[src/rtl/mhr_map.svh]
/*
  Register offsets, field positions, reset values and timing counts of the
  host register bank. Definitions only; included by mhr_regs, the checker and the bench.
*/
`ifndef MHR_MAP_SVH
`define MHR_MAP_SVH

`define MHR_ADDR_W        5
`define MHR_DATA_W        16

`define MHR_OFF_IMASK1    5'h00
`define MHR_OFF_CFG1      5'h01
`define MHR_OFF_CFG2      5'h02
`define MHR_OFF_CMD       5'h03
`define MHR_OFF_STACK_PTR 5'h04
`define MHR_OFF_ILP       5'h05
`define MHR_OFF_CTRL_WORD 5'h06
`define MHR_OFF_TIME_TAG  5'h07
`define MHR_OFF_ISTAT1    5'h08
`define MHR_OFF_CFG3      5'h09
`define MHR_OFF_CFG4      5'h0A
`define MHR_OFF_CFG5      5'h0B
`define MHR_OFF_DSTACK    5'h0C
`define MHR_OFF_FRAME_REM 5'h0D
`define MHR_OFF_MSG_REM   5'h0E
`define MHR_OFF_FRAME_CMD 5'h0F
`define MHR_OFF_INIT_ILP  5'h10
`define MHR_OFF_RT_STATUS 5'h11
`define MHR_OFF_BIT_WORD  5'h12
`define MHR_OFF_CFG6      5'h13
`define MHR_OFF_CFG7      5'h14
`define MHR_OFF_COND      5'h15
`define MHR_OFF_GP_FLAG   5'h16
`define MHR_OFF_BIT_TEST  5'h17
`define MHR_OFF_GPQ_PTR   5'h18
`define MHR_OFF_ISQ_PTR   5'h19
`define MHR_OFF_IMASK2    5'h1A
`define MHR_OFF_ISTAT2    5'h1B

// Command register bits
`define MHR_CMD_SOFT_RST  0
`define MHR_CMD_START     1
`define MHR_CMD_INT_RST   2
`define MHR_CMD_TT_RST    3
`define MHR_CMD_TT_TEST   4
`define MHR_CMD_STOP_FRM  5
`define MHR_CMD_STOP_MSG  6
`define MHR_CMD_PROT_BIT  7
`define MHR_CMD_RAM_BIT   8
`define MHR_CMD_CLR_BIT   9
`define MHR_CMD_CLR_HALT  10
`define MHR_CMD_W         11

// Field positions
`define MHR_CFG1_MODE_LO  14
`define MHR_CFG1_TRIG_GO  1
`define MHR_CFG1_TRIG_END 0
`define MHR_CFG2_LEVEL    3
`define MHR_CFG2_TT_LO    7
`define MHR_CFG6_ENH_CPU  14
`define MHR_ISTAT2_CHAIN  0
`define MHR_ISTAT2_TRIG   15

// Reset values
`define MHR_RST_CFG       16'h0000
`define MHR_RST_CFG6      16'h4000

// Timing
`define MHR_CLK_PERIOD_NS 20
`define MHR_US_NS         1000
`define MHR_FRAME_LSB_US  100

`endif

[src/rtl/mhr_pkg.sv]
/*
  Types shared by the host register bank. Assumes mhr_map.svh alongside.
*/
package mhr_pkg;
  typedef enum logic [1:0] {
    MHR_BC,
    MHR_RT,
    MHR_MT,
    MHR_RTMT
  } mhr_mode_t;
endpackage

[src/rtl/mhr_regs.sv]
/*
  Host register bank of a 1553 BC/RT/monitor core: masks and sticky status,
  configuration, command pulses, time tag, BC timers, pointers, flags.
  Assumes protocol engines on the same clock drive the event and update ports.
*/
// How it works
// Events latch only when their enable bit set
// Host sets level interrupt bit before use
// Command writes fire one-shot action pulses
// Separate stop-after-message and stop-after-frame requests
// Readable pointer of current or last message
// Control word mirror follows BC or RT
// Free time tag, 2 to 64 us ticks
// Time tag stamped at message start/end
// Status bits align with their mask bits
// Chain flag shows pending first-status event
// Data stack address readable, writable, tracked
// Frame remaining counts down in 100us
// Message gap counts down in 1us
// BC frame period writable in 100us
// RT mode shows last command word
// Monitor trigger word match starts/stops/interrupts; in pulse mode it only latches the status bit and raises no irq_req
// Initial list pointer written, current read
// Reset clears configuration except enhanced CPU access
// Condition flags readable, not writable
// Host sets, clears, toggles GP flags
// GP queue pointer loaded, read, advanced
// Status queue pointer loaded, read, advanced outside BC mode
// List pointer loads initial, then advances
// Writes to read-only registers are ignored
`include "mhr_map.svh"
`timescale 1ns/10ps
`default_nettype none
module mhr_regs
  import mhr_pkg::*;
#(
  parameter int FRAME_LSB_CYCLES = `MHR_FRAME_LSB_US * `MHR_US_NS / `MHR_CLK_PERIOD_NS
) (
  input  wire logic        clk,
  input  wire logic        rst,
  input  wire logic [4:0]  addr,
  input  wire logic [15:0] wr_data,
  input  wire logic        wr_stb,
  input  wire logic        rd_stb,
  output logic [15:0]      rd_data,
  input  wire logic [15:0] evt1,
  input  wire logic [15:0] evt2,
  input  wire logic        msg_start,
  input  wire logic        msg_end,
  input  wire logic [15:0] stack_ptr_in,
  input  wire logic [15:0] bc_ctrl_word,
  input  wire logic [15:0] rt_sa_ctrl_word,
  input  wire logic        dstack_wr,
  input  wire logic [15:0] dstack_addr_in,
  input  wire logic        rt_cmd_valid,
  input  wire logic [15:0] rt_cmd_word,
  input  wire logic        mon_word_valid,
  input  wire logic [15:0] mon_word,
  input  wire logic        frame_start,
  input  wire logic        gap_load,
  input  wire logic [15:0] gap_value,
  input  wire logic        ilp_advance,
  input  wire logic        gpq_advance,
  input  wire logic        isq_advance,
  input  wire logic [7:0]  cond_flags,
  input  wire logic [15:0] rt_status_in,
  input  wire logic [15:0] bit_word_in,
  input  wire logic [15:0] bit_test_in,
  output logic             irq_req,
  output logic [`MHR_CMD_W-1:0] cmd_pulse,
  output logic             message_start_stamp,
  output logic             message_end_stamp,
  output logic [15:0]      stamp_value,
  output logic             trig_start,
  output logic             trig_stop,
  output logic [7:0]       gp_flags,
  output logic [15:0]      ilp,
  output logic [15:0]      frame_remain,
  output logic [15:0]      msg_remain,
  output logic [15:0]      cfg1_out,
  output logic [15:0]      cfg2_out
);
  localparam int US_CYCLES = `MHR_US_NS / `MHR_CLK_PERIOD_NS;
  localparam int FRAME_US = FRAME_LSB_CYCLES / US_CYCLES;
  logic [15:0] imask1_reg;
  logic [15:0] imask2_reg;
  logic [15:0] istat1_reg;
  logic [15:0] istat2_reg;
  logic [15:0] cfg_reg [1:7];
  logic [15:0] time_tag_reg;
  logic [15:0] dstack_reg;
  logic [15:0] frame_time_reg;
  logic [15:0] last_cmd_reg;
  logic [15:0] trig_word_reg;
  logic [15:0] init_ilp_reg;
  logic [15:0] gpq_reg;
  logic [15:0] isq_reg;
  logic [15:0] rd_next;
  logic        us_tick;
  logic        frame_tick;
  logic        tt_tick;
  logic [6:0]  tt_period;
  logic        wr_cmd;
  logic        soft_rst;
  logic        trig_hit;
  mhr_mode_t   mode;
  assign mode     = mhr_mode_t'(cfg_reg[1][`MHR_CFG1_MODE_LO +: 2]);
  assign wr_cmd   = wr_stb && (addr == `MHR_OFF_CMD);
  assign soft_rst = wr_cmd && wr_data[`MHR_CMD_SOFT_RST];
  assign trig_hit = mon_word_valid && (mode == MHR_MT) && (mon_word == trig_word_reg);
  assign cfg1_out = cfg_reg[1];
  assign cfg2_out = cfg_reg[2];
  // Codes above 5 saturate at the slowest rate
  assign tt_period = (cfg_reg[2][`MHR_CFG2_TT_LO +: 3] > 3'h5) ? 7'h40
                   : 7'h02 << cfg_reg[2][`MHR_CFG2_TT_LO +: 3];
  mhr_tick u_us_tick (
    .clk    (clk),
    .rst    (rst),
    .clr    (1'b0),
    .en     (1'b1),
    .period (7'(US_CYCLES)),
    .tick   (us_tick)
  );
  mhr_tick u_frame_tick (
    .clk    (clk),
    .rst    (rst),
    .clr    (frame_start),
    .en     (us_tick),
    .period (7'(FRAME_US)),
    .tick   (frame_tick)
  );
  // Prescaler restarts on the time tag reset command, not on soft reset, so the first count after it is a full period
  mhr_tick u_tt_tick (
    .clk    (clk),
    .rst    (rst),
    .clr    (wr_cmd && wr_data[`MHR_CMD_TT_RST]),
    .en     (us_tick),
    .period (tt_period),
    .tick   (tt_tick)
  );
  // Configuration; writes in the same cycle as soft reset are dropped
  always_ff @(posedge clk or posedge rst) begin
    if (rst) begin
      cfg_reg    <= '{default: `MHR_RST_CFG};
      cfg_reg[6] <= `MHR_RST_CFG6;
      imask1_reg <= 16'h0000;
      imask2_reg <= 16'h0000;
    end else if (soft_rst) begin
      cfg_reg    <= '{default: `MHR_RST_CFG};
      cfg_reg[6] <= `MHR_RST_CFG6;
      imask1_reg <= 16'h0000;
      imask2_reg <= 16'h0000;
    end else if (wr_stb) begin
      case (addr)
        `MHR_OFF_IMASK1: imask1_reg <= wr_data;
        `MHR_OFF_IMASK2: imask2_reg <= wr_data;
        `MHR_OFF_CFG1:   cfg_reg[1] <= wr_data;
        `MHR_OFF_CFG2:   cfg_reg[2] <= wr_data;
        `MHR_OFF_CFG3:   cfg_reg[3] <= wr_data;
        `MHR_OFF_CFG4:   cfg_reg[4] <= wr_data;
        `MHR_OFF_CFG5:   cfg_reg[5] <= wr_data;
        `MHR_OFF_CFG6:   cfg_reg[6] <= wr_data;
        `MHR_OFF_CFG7:   cfg_reg[7] <= wr_data;
        default:         ;
      endcase
    end
  end
  // Sticky status; a new event beats the interrupt-reset clear
  always_ff @(posedge clk or posedge rst) begin
    if (rst) begin
      istat1_reg <= 16'h0000;
      istat2_reg <= 16'h0000;
    end else begin
      if (wr_cmd && (wr_data[`MHR_CMD_INT_RST] || wr_data[`MHR_CMD_SOFT_RST])) begin
        istat1_reg <= evt1 & imask1_reg;
        istat2_reg <= evt2 & imask2_reg;
      end else begin
        istat1_reg <= istat1_reg | (evt1 & imask1_reg);
        istat2_reg <= istat2_reg | (evt2 & imask2_reg);
      end
      if (trig_hit && imask2_reg[`MHR_ISTAT2_TRIG]) begin
        istat2_reg[`MHR_ISTAT2_TRIG] <= 1'b1;
      end
      istat2_reg[`MHR_ISTAT2_CHAIN] <= 1'b0;
    end
  end
  // Level follows pending status; pulse mode follows enabled evt1/evt2 inputs one cycle later, not trigger matches
  always_ff @(posedge clk or posedge rst) begin
    if (rst) begin
      irq_req <= 1'b0;
    end else if (cfg_reg[2][`MHR_CFG2_LEVEL]) begin
      irq_req <= (|istat1_reg) || (|istat2_reg);
    end else begin
      irq_req <= (|(evt1 & imask1_reg)) || (|(evt2 & imask2_reg));
    end
  end
  always_ff @(posedge clk or posedge rst) begin
    if (rst) begin
      cmd_pulse <= '0;
    end else begin
      cmd_pulse <= wr_cmd ? wr_data[`MHR_CMD_W-1:0] : '0;
    end
  end
  always_ff @(posedge clk or posedge rst) begin
    if (rst) begin
      time_tag_reg <= 16'h0000;
    end else if (wr_cmd && (wr_data[`MHR_CMD_TT_RST] || wr_data[`MHR_CMD_SOFT_RST])) begin
      time_tag_reg <= 16'h0000;
    end else if (tt_tick || (wr_cmd && wr_data[`MHR_CMD_TT_TEST])) begin
      time_tag_reg <= time_tag_reg + 16'h0001;
    end
  end
  always_ff @(posedge clk or posedge rst) begin
    if (rst) begin
      message_start_stamp <= 1'b0;
      message_end_stamp   <= 1'b0;
      stamp_value         <= 16'h0000;
    end else begin
      message_start_stamp <= msg_start;
      message_end_stamp   <= msg_end;
      if (msg_start || msg_end) begin
        stamp_value <= time_tag_reg;
      end
    end
  end
  // Engine update wins over a host write in the same cycle
  always_ff @(posedge clk or posedge rst) begin
    if (rst) begin
      dstack_reg <= 16'h0000;
    end else if (dstack_wr) begin
      dstack_reg <= dstack_addr_in;
    end else if (wr_stb && addr == `MHR_OFF_DSTACK) begin
      dstack_reg <= wr_data;
    end
  end
  always_ff @(posedge clk or posedge rst) begin
    if (rst) begin
      frame_time_reg <= 16'h0000;
      trig_word_reg  <= 16'h0000;
    end else if (wr_stb && addr == `MHR_OFF_FRAME_CMD) begin
      if (mode == MHR_BC) begin
        frame_time_reg <= wr_data;
      end else if (mode == MHR_MT) begin
        trig_word_reg <= wr_data;
      end
    end
  end
  always_ff @(posedge clk or posedge rst) begin
    if (rst) begin
      last_cmd_reg <= 16'h0000;
    end else if (rt_cmd_valid) begin
      last_cmd_reg <= rt_cmd_word;
    end
  end
  always_ff @(posedge clk or posedge rst) begin
    if (rst) begin
      trig_start <= 1'b0;
      trig_stop  <= 1'b0;
    end else begin
      trig_start <= trig_hit && cfg_reg[1][`MHR_CFG1_TRIG_GO];
      trig_stop  <= trig_hit && cfg_reg[1][`MHR_CFG1_TRIG_END];
    end
  end
  always_ff @(posedge clk or posedge rst) begin
    if (rst) begin
      frame_remain <= 16'h0000;
    end else if (frame_start) begin
      frame_remain <= frame_time_reg;
    end else if (frame_tick && frame_remain != 16'h0000) begin
      frame_remain <= frame_remain - 16'h0001;
    end
  end
  always_ff @(posedge clk or posedge rst) begin
    if (rst) begin
      msg_remain <= 16'h0000;
    end else if (gap_load) begin
      msg_remain <= gap_value;
    end else if (us_tick && msg_remain != 16'h0000) begin
      msg_remain <= msg_remain - 16'h0001;
    end
  end
  always_ff @(posedge clk or posedge rst) begin
    if (rst) begin
      init_ilp_reg <= 16'h0000;
      ilp          <= 16'h0000;
    end else if (wr_stb && addr == `MHR_OFF_INIT_ILP) begin
      init_ilp_reg <= wr_data;
      ilp          <= wr_data;
    end else if (ilp_advance) begin
      ilp <= ilp + 16'h0002;
    end
  end
  // Both halves set on one bit toggles it
  always_ff @(posedge clk or posedge rst) begin
    if (rst) begin
      gp_flags <= 8'h00;
    end else if (wr_stb && addr == `MHR_OFF_GP_FLAG) begin
      for (int i = 0; i < 8; i++) begin
        case ({wr_data[i+8], wr_data[i]})
          2'b01:   gp_flags[i] <= 1'b1;
          2'b10:   gp_flags[i] <= 1'b0;
          2'b11:   gp_flags[i] <= ~gp_flags[i];
          default: gp_flags[i] <= gp_flags[i];
        endcase
      end
    end
  end
  always_ff @(posedge clk or posedge rst) begin
    if (rst) begin
      gpq_reg <= 16'h0000;
    end else if (wr_stb && addr == `MHR_OFF_GPQ_PTR) begin
      gpq_reg <= wr_data;
    end else if (gpq_advance) begin
      gpq_reg <= gpq_reg + 16'h0001;
    end
  end
  always_ff @(posedge clk or posedge rst) begin
    if (rst) begin
      isq_reg <= 16'h0000;
    end else if (wr_stb && addr == `MHR_OFF_ISQ_PTR) begin
      isq_reg <= wr_data;
    end else if (isq_advance && mode != MHR_BC) begin
      isq_reg <= isq_reg + 16'h0001;
    end
  end
  always_comb begin
    case (addr)
      `MHR_OFF_IMASK1:    rd_next = imask1_reg;
      `MHR_OFF_IMASK2:    rd_next = imask2_reg;
      `MHR_OFF_CFG1:      rd_next = cfg_reg[1];
      `MHR_OFF_CFG2:      rd_next = cfg_reg[2];
      `MHR_OFF_CFG3:      rd_next = cfg_reg[3];
      `MHR_OFF_CFG4:      rd_next = cfg_reg[4];
      `MHR_OFF_CFG5:      rd_next = cfg_reg[5];
      `MHR_OFF_CFG6:      rd_next = cfg_reg[6];
      `MHR_OFF_CFG7:      rd_next = cfg_reg[7];
      `MHR_OFF_STACK_PTR: rd_next = stack_ptr_in;
      `MHR_OFF_ILP:       rd_next = ilp;
      `MHR_OFF_CTRL_WORD: rd_next = (mode == MHR_BC) ? bc_ctrl_word : rt_sa_ctrl_word;
      `MHR_OFF_TIME_TAG:  rd_next = time_tag_reg;
      `MHR_OFF_ISTAT1:    rd_next = istat1_reg;
      `MHR_OFF_ISTAT2:    rd_next = {istat2_reg[15:1], |istat1_reg};
      `MHR_OFF_DSTACK:    rd_next = dstack_reg;
      `MHR_OFF_FRAME_REM: rd_next = frame_remain;
      `MHR_OFF_MSG_REM:   rd_next = msg_remain;
      `MHR_OFF_FRAME_CMD: rd_next = (mode == MHR_BC) ? frame_time_reg :
                                    (mode == MHR_MT) ? trig_word_reg : last_cmd_reg;
      `MHR_OFF_INIT_ILP:  rd_next = init_ilp_reg;
      `MHR_OFF_RT_STATUS: rd_next = rt_status_in;
      `MHR_OFF_BIT_WORD:  rd_next = bit_word_in;
      `MHR_OFF_COND:      rd_next = {cond_flags, gp_flags};
      `MHR_OFF_BIT_TEST:  rd_next = bit_test_in;
      `MHR_OFF_GPQ_PTR:   rd_next = gpq_reg;
      `MHR_OFF_ISQ_PTR:   rd_next = isq_reg;
      default:            rd_next = 16'h0000;
    endcase
  end
  // Data only in the cycle after the read strobe
  always_ff @(posedge clk or posedge rst) begin
    if (rst) begin
      rd_data <= 16'h0000;
    end else begin
      rd_data <= rd_stb ? rd_next : 16'h0000;
    end
  end
endmodule
`default_nettype wire

[src/rtl/mhr_tick.sv]
/*
  Enable-pulse divider: one tick per 'period' qualifying enables.
  Assumes a single clock and period of at least one.
*/
`timescale 1ns/10ps
`default_nettype none
module mhr_tick (
  input  wire logic       clk,
  input  wire logic       rst,
  input  wire logic       clr,
  input  wire logic       en,
  input  wire logic [6:0] period,
  output logic            tick
);
  logic [6:0] cnt_reg;

  always_ff @(posedge clk or posedge rst) begin
    if (rst) begin
      cnt_reg <= 7'h00;
      tick    <= 1'b0;
    end else if (clr) begin
      cnt_reg <= 7'h00;
      tick    <= 1'b0;
    end else begin
      tick <= 1'b0;
      if (en) begin
        if (cnt_reg >= period - 7'h01) begin
          cnt_reg <= 7'h00;
          tick    <= 1'b1;
        end else begin
          cnt_reg <= cnt_reg + 7'h01;
        end
      end
    end
  end
endmodule
`default_nettype wire

[config.mk]
export PLATFORM = sky130hd
export DESIGN_NAME = mhr_regs
export DESIGN_NICKNAME = d
export VERILOG_FILES = /design/src/rtl/mhr_pkg.sv /design/src/rtl/mhr_regs.sv /design/src/rtl/mhr_tick.sv
export VERILOG_INCLUDE_DIRS = /design/src /design/src/rtl
export SDC_FILE = /design/constraint.sdc
export NUM_CORES = 1
export LEC_CHECK = 0
export BUFFER_PORTS_ARGS = -buffer_cell sky130_fd_sc_hd__buf_2
export CELL_PAD_IN_SITES_DETAIL_PLACEMENT = 0
export CELL_PAD_IN_SITES_GLOBAL_PLACEMENT = 1
export CORE_MARGIN = 4
export CORE_UTILIZATION = 39
export DETAILED_ROUTE_END_ITERATION = 10
export HOLD_SLACK_MARGIN = 0.12
export MAX_ROUTING_LAYER = met4
export PLACE_DENSITY_LB_ADDON = 0.1
export SLEW_MARGIN = 15
export SYNTH_ARGS = -nofsm -noshare
export SYNTH_HDL_FRONTEND = slang
export SYNTH_SLANG_ARGS = --single-unit
[constraint.sdc]
create_clock -name clk -period 14 [get_ports clk]
set_input_delay 2.1 -clock clk [delete_from_list [all_inputs] [get_ports clk]]
set_output_delay 2.1 -clock clk [all_outputs]
set_load 0.1 [all_outputs]
### Word level (Yosys, flattened, before mapping)

Cells that the tools add are included.

| storage, ports and cells | value |
|---|---|
| bits in registers | 431 |
| bits of input ports | 235 |
| logic and storage cells | 268 |

| cells by class | value |
|---|---|
| $add $sub $neg | 10 |
| $lt $le $gt $ge | 4 |
| equal/unequal tests | 53 |
| shift-type cells | 1 |
| mux-type cells | 62 |
| bitwise operators | 13 |
| reduce and logical (&&, ||, !) cells | 81 |

Operators by type and width:

| kind | count |
|---|---|
| 2-to-1 mux 16 bit | 33 |
| case mux 16 bit (26 select lines) | 1 |
| 2-to-1 mux 112 bit | 2 |
| == test 5 bit, second input constant | 12 |
| 2-to-1 mux 7 bit | 8 |
| adder 16 x 1 -> 16 bit, second input constant | 3 |
| OR reduction 16 bit | 3 |
| == test 5 x 4 -> 1 bit, second input constant | 8 |
| nonzero test 2 bit | 20 |
| AND reduction 2 bit | 18 |
| == test 2 bit, second input constant | 17 |
| bitwise AND 16 bit | 2 |
| bitwise OR 16 bit | 2 |
| nonzero test 16 bit | 2 |
| subtractor 16 x 1 -> 16 bit, second input constant | 2 |
| case mux 1 bit (3 select lines) | 8 |
| nonzero test 3 bit | 8 |
| adder 7 x 1 -> 7 bit, second input constant | 3 |
| == test 5 x 3 -> 1 bit, second input constant | 4 |
| logical AND 1 bit | 20 |
| adder 16 x 2 -> 16 bit, second input constant | 1 |
| == test 16 bit | 1 |
| == test 2 x 1 -> 1 bit, second input constant | 8 |
| OR reduction 15 bit | 1 |
| other kinds (15) | 37 |

### Logic depth before layout (Yosys ltp)

| depth | value |
|---|---|
| depth in word-level cells | 7 |
| mapped depth | 9 |
| mapped depth without buffers | 7 |

### Modules after synthesis

From an unflattened synthesis, not the netlist that was laid out.

| second synthesis, totals | value |
|---|---|
| cell total of the unflattened synthesis | 2314 |
| area, all modules | 22424.0 sq um |

Modules (own cells, without submodules):

| module | instances | cells an instance | area an instance (sq um) | sequential area each (sq um) |
|---|---|---|---|---|
| mhr_regs | 1 | 2101 | 20535.9 | 10186.0 |
| mhr_tick | 3 | 71 | 629.4 | 200.2 |

### Worst setup path before layout

No wires, ideal clock.

| timing | value |
|---|---|
| path type | in2reg |
| start point | input port addr[3] |
| end point | register dstack_reg[0] |
| arrival time | 3685 ps |
| data required time | 13865 ps |
| setup slack | 10180 ps |
| stages on the path | 9 |
| cells stage by stage | clkbuf_1 and3b_1 buf_2 and2_1 buf_2 nand2_1 buf_2 mux2i_1 o21ai_0 |

| between the ends | value |
|---|---|
| longest elaborated chain between the ends | 3 |

Ends and longest elaborated chain:

| element | line | source |
|---|---|---|
| start, declared | mhr_regs.sv:41 | `input wire logic [4:0] addr,` |
| == test 5 x 4 -> 1 bit | -- |  |
| logical AND 1 bit (no source line) | -- |  |
| nonzero test 2 bit (no source line) | -- |  |
| end signal, assigned | mhr_regs.sv:231 | `dstack_reg <= dstack_addr_in;` |
| end signal, assigned | mhr_regs.sv:233 | `dstack_reg <= wr_data;` |
| end, declared | mhr_regs.sv:91 | `logic [15:0] dstack_reg;` |

Every way passes these cells.
A chain may end at the register's enable or synchronous reset.

### Worst setup path after layout

| timing | value |
|---|---|
| start point | input port addr[0] |
| end point | register cfg_reg[72] (netlist bit) |

| between the ends | value |
|---|---|
| longest elaborated chain between the ends | 5 |
| elaborated cells on any way between the ends | 8 |
| those cells by class | eq/ne (2); mux (1); reduce/logical (5) |

Ends and longest elaborated chain:

| element | line | source |
|---|---|---|
| == test 5 x 2 -> 1 bit (no source line) | -- |  |
| logical AND 1 bit | mhr_regs.sv:108 | `` assign wr_cmd = wr_stb && (addr == `MHR_OFF_CMD); `` |
| logical AND 1 bit | mhr_regs.sv:109 | `` assign soft_rst = wr_cmd && wr_data[`MHR_CMD_SOFT_RST]; `` |
| nonzero test 2 bit (no source line) | -- |  |
| AND reduction 2 bit (no source line) | -- |  |
| end, declared | mhr_regs.sv:89 | `logic [15:0] cfg_reg [1:7];` |

Parallel ways exist; a longest one is shown, timed or not.

==> run metrics <==
Hold Path Class reg2reg; sw frac 0.410; Layout Cells excl Fill 3,397; Cell Pwr Density 171 nW/um^2; Final setup viols 0; Worst Tran Pin Value 1270 ps; PnR Total Power 4.45 mW; Post-Route Setup TNS 0 ps; ys async rst share 1.00; critical path peak fanout 24; max reg flops 80; Avg WL per Cell 32.6 microns; TritonCTS Sinks 431; crit path kind in2reg; Worst setup EP type register; Die Area 60,500 sq um; DRC 0; Post-Syn Nets 2,604; fin crit share 0.376; Max Cap Viol 0; largest net degree at the start of global routing 176; GRT overflow 0; Clock Latency Late Sink 620 ps; combinational power share 0.275; Global Route Usage Sum 0.369; Clock transition at path regs 60 ps; Post-synth EDFFs 0; Num CTS Buffers 50; postcts setup bufs 0; P_sw 1.83 mW; Worst Path Required 14,440 ps; share of the yosys chip area belonging to registers 0.488; first-pass GRT wire length 154,000 microns; post-route minimum period 5260 ps; RSZ-0062 raised after global routing no; DRT iter0 DRCs 3,145; initial antenna violation count 9; vias 21,100; routed vias/inst 6.20; synth warn 0; Pleak 11.9 nW; final count of hold timing violations 0; Area Growth Syn to Fin 18.0%; synthesized area 22,100 sq um; Die X 246 microns; DPL Wire Length 82,700 microns; Clock power frac 0.314; status completed; Post-DRT Antenna Nets 0; fraction of layout cells with a size suffix above 1 0.223; Worst Skew 24.0 ps; Post-CTS Hold Fix Bufs 0; Post-Synthesis Cells 2,353; post-CTS sizing 0; Nets 2,852; register share of total power 0.411; hold_ws 481 ps; critical path arrival 5700 ps; H-tree levels 2; Inst Count DP 3,297; # rows 86; PortBufs 370; Final Routed Wirelength 111,000 microns; Peak VDD IR 92.6 uV; Worst slew margin 0.148; Internal Pwr Total 2.62 mW; root buffer cell clkbuf_16; final core utilization 0.469; core region area 55,600 sq um; Clock Tree Buf Depth 3; unique cell type count in the Yosys netlist 77; gp weighted congestion 1.04; drt pass-1 iters 6; Slew Viols, Final 0; vias in the first global route 19,900; average size of a mapped cell 9.39 sq um; type of origin of the critical path primary input; CTS tree done; #FFs+latches synth 431; Die H 246 microns; Ports 371; fmax 190 MHz; Initial Utilization 0.397; Post-synth top flop dfrtp_1
[synth_stat cells, types with 11 or more instances]
cell      count  share of area
nor3b_1      12         0.0041
and3_1       28         0.0079
mux2i_1      45          0.020
buf_2        11         0.0025
nor3_1       25         0.0057
mux2_2       68          0.035
a31oi_1      26         0.0074
clkbuf_1    137          0.023
dfrtp_1     430           0.49
and4_1       20         0.0079
a221o_1      11         0.0050
nand3_1     221          0.050
xor2_1       43          0.017
nor2_1      105          0.018
a21oi_1      68          0.015
buf_1        15         0.0025
inv_1        23         0.0039
and2_1       23         0.0065
ha_1         16         0.0091
buf_4        32          0.011
or3_1        13         0.0037
nor4_1       32         0.0091
a22oi_1      45          0.015
a22o_1       53          0.021
nand2_1     317          0.054
nand4_1      68          0.019
nor2b_1      12         0.0034
o211ai_1     17         0.0058
xnor2_1      56          0.022
o21ai_0     227          0.051
[routing by layer]
metal | GRT usage | up-vias | wire length (microns)
li1 | - | 9012 | -
met1 | 0.504 | 10500 | 45100
met2 | 0.546 | 1320 | 48400
met3 | 0.0759 | 229 | 11800
met4 | 0.135 | 0 | 5440
met5 | - | - | 0
[worst max-delay path, stage by stage]
cell and delay (ps):
buf_2 330, nor2b_4 710, and3_1 620, nand2_1 450, inv_1 710, o21ai_2 290
buf_4 310, nand2_1 90, o21ai_0 70
[final timing paths]
check,cells after the start,slack (ps),endpoint,from
min in group asynchronous,3,1830,stamp_value[5],rst
min,2,480,cfg_reg[7],cfg_reg[7]
min reg2reg,2,480,cfg_reg[7],cfg_reg[7]
max,9,8740,cfg_reg[72],addr[0]
max in group asynchronous,5,9630,cfg_reg[14],rst
max reg2reg,6,10450,rd_data[0],cfg1_out[15]
[kinds of logic (layout without fill, tap and decap cells)]
family                   Yosys count  count (layout)  synth area share
buffers and inverters            228             517            0.0452
AO/OA/AOI/OAI                    533             533             0.154
adder cells (fa/ha/maj)           16              16           0.00906
XOR/XNOR                          99              99            0.0392
multiplexers                     113             113            0.0550
flip-flops                       431             431             0.488
AND/OR/NAND/NOR                  931             931             0.209
other                              2               9          0.000340
[metrics by stage]
stage	setup slack, ps	area [sq um]
3_3_place_gp	8450	24300
5_1_grt	8480	26100
2_1_floorplan	6080	22100
6_report	8740	26100
3_5_place_dp	8240	24300
4_1_cts	8850	26000
[layout make-up]
class | count | area (sq um)
Antenna cell | 7 | 17.5
Inverter | 25 | 97.6
Clock inverter | 17 | 229
Timing Repair Buffer | 399 | 2080
Tap cell | 748 | 936
Multi-Input combinational cell | 1694 | 10400
Fill cell | 5530 | 29500
Sequential cell | 431 | 10800
Clock buffer | 76 | 1510
[layout by cell type (no fill, tap or decap), types with 11 or more instances in the layout]
master,n
dfrtp_1,428
buf_2,370
nand2_1,317
o21ai_0,224
nand3_1,221
nor2_1,101
nand4_1,68
a21oi_1,68
mux2_2,68
xnor2_1,56
a22o_1,53
clkbuf_16,51
mux2i_1,45
a22oi_1,45
xor2_1,43
nor4_1,32
and3_1,28
buf_4,28
a31oi_1,26
nor3_1,23
inv_1,22
and2_1,22
and4_1,20
o211ai_1,17
ha_1,16
clkbuf_8,14
or3_1,13
a221o_1,11
clkbuf_1,11
[power groups by stage]
stage / Combinational [mW] / Clock, mW / Sequential (mW)
finish: 1.22 / 1.40 / 1.83
global route: 1.30 / 1.46 / 1.84
floorplan: 0.637 / 0 / 1.98
global placement: 1.20 / 0 / 1.83
detailed placement: 1.21 / 0 / 1.83
CTS: 1.22 / 1.41 / 1.81
Note: power is estimated with default switching activity, not from simulation.
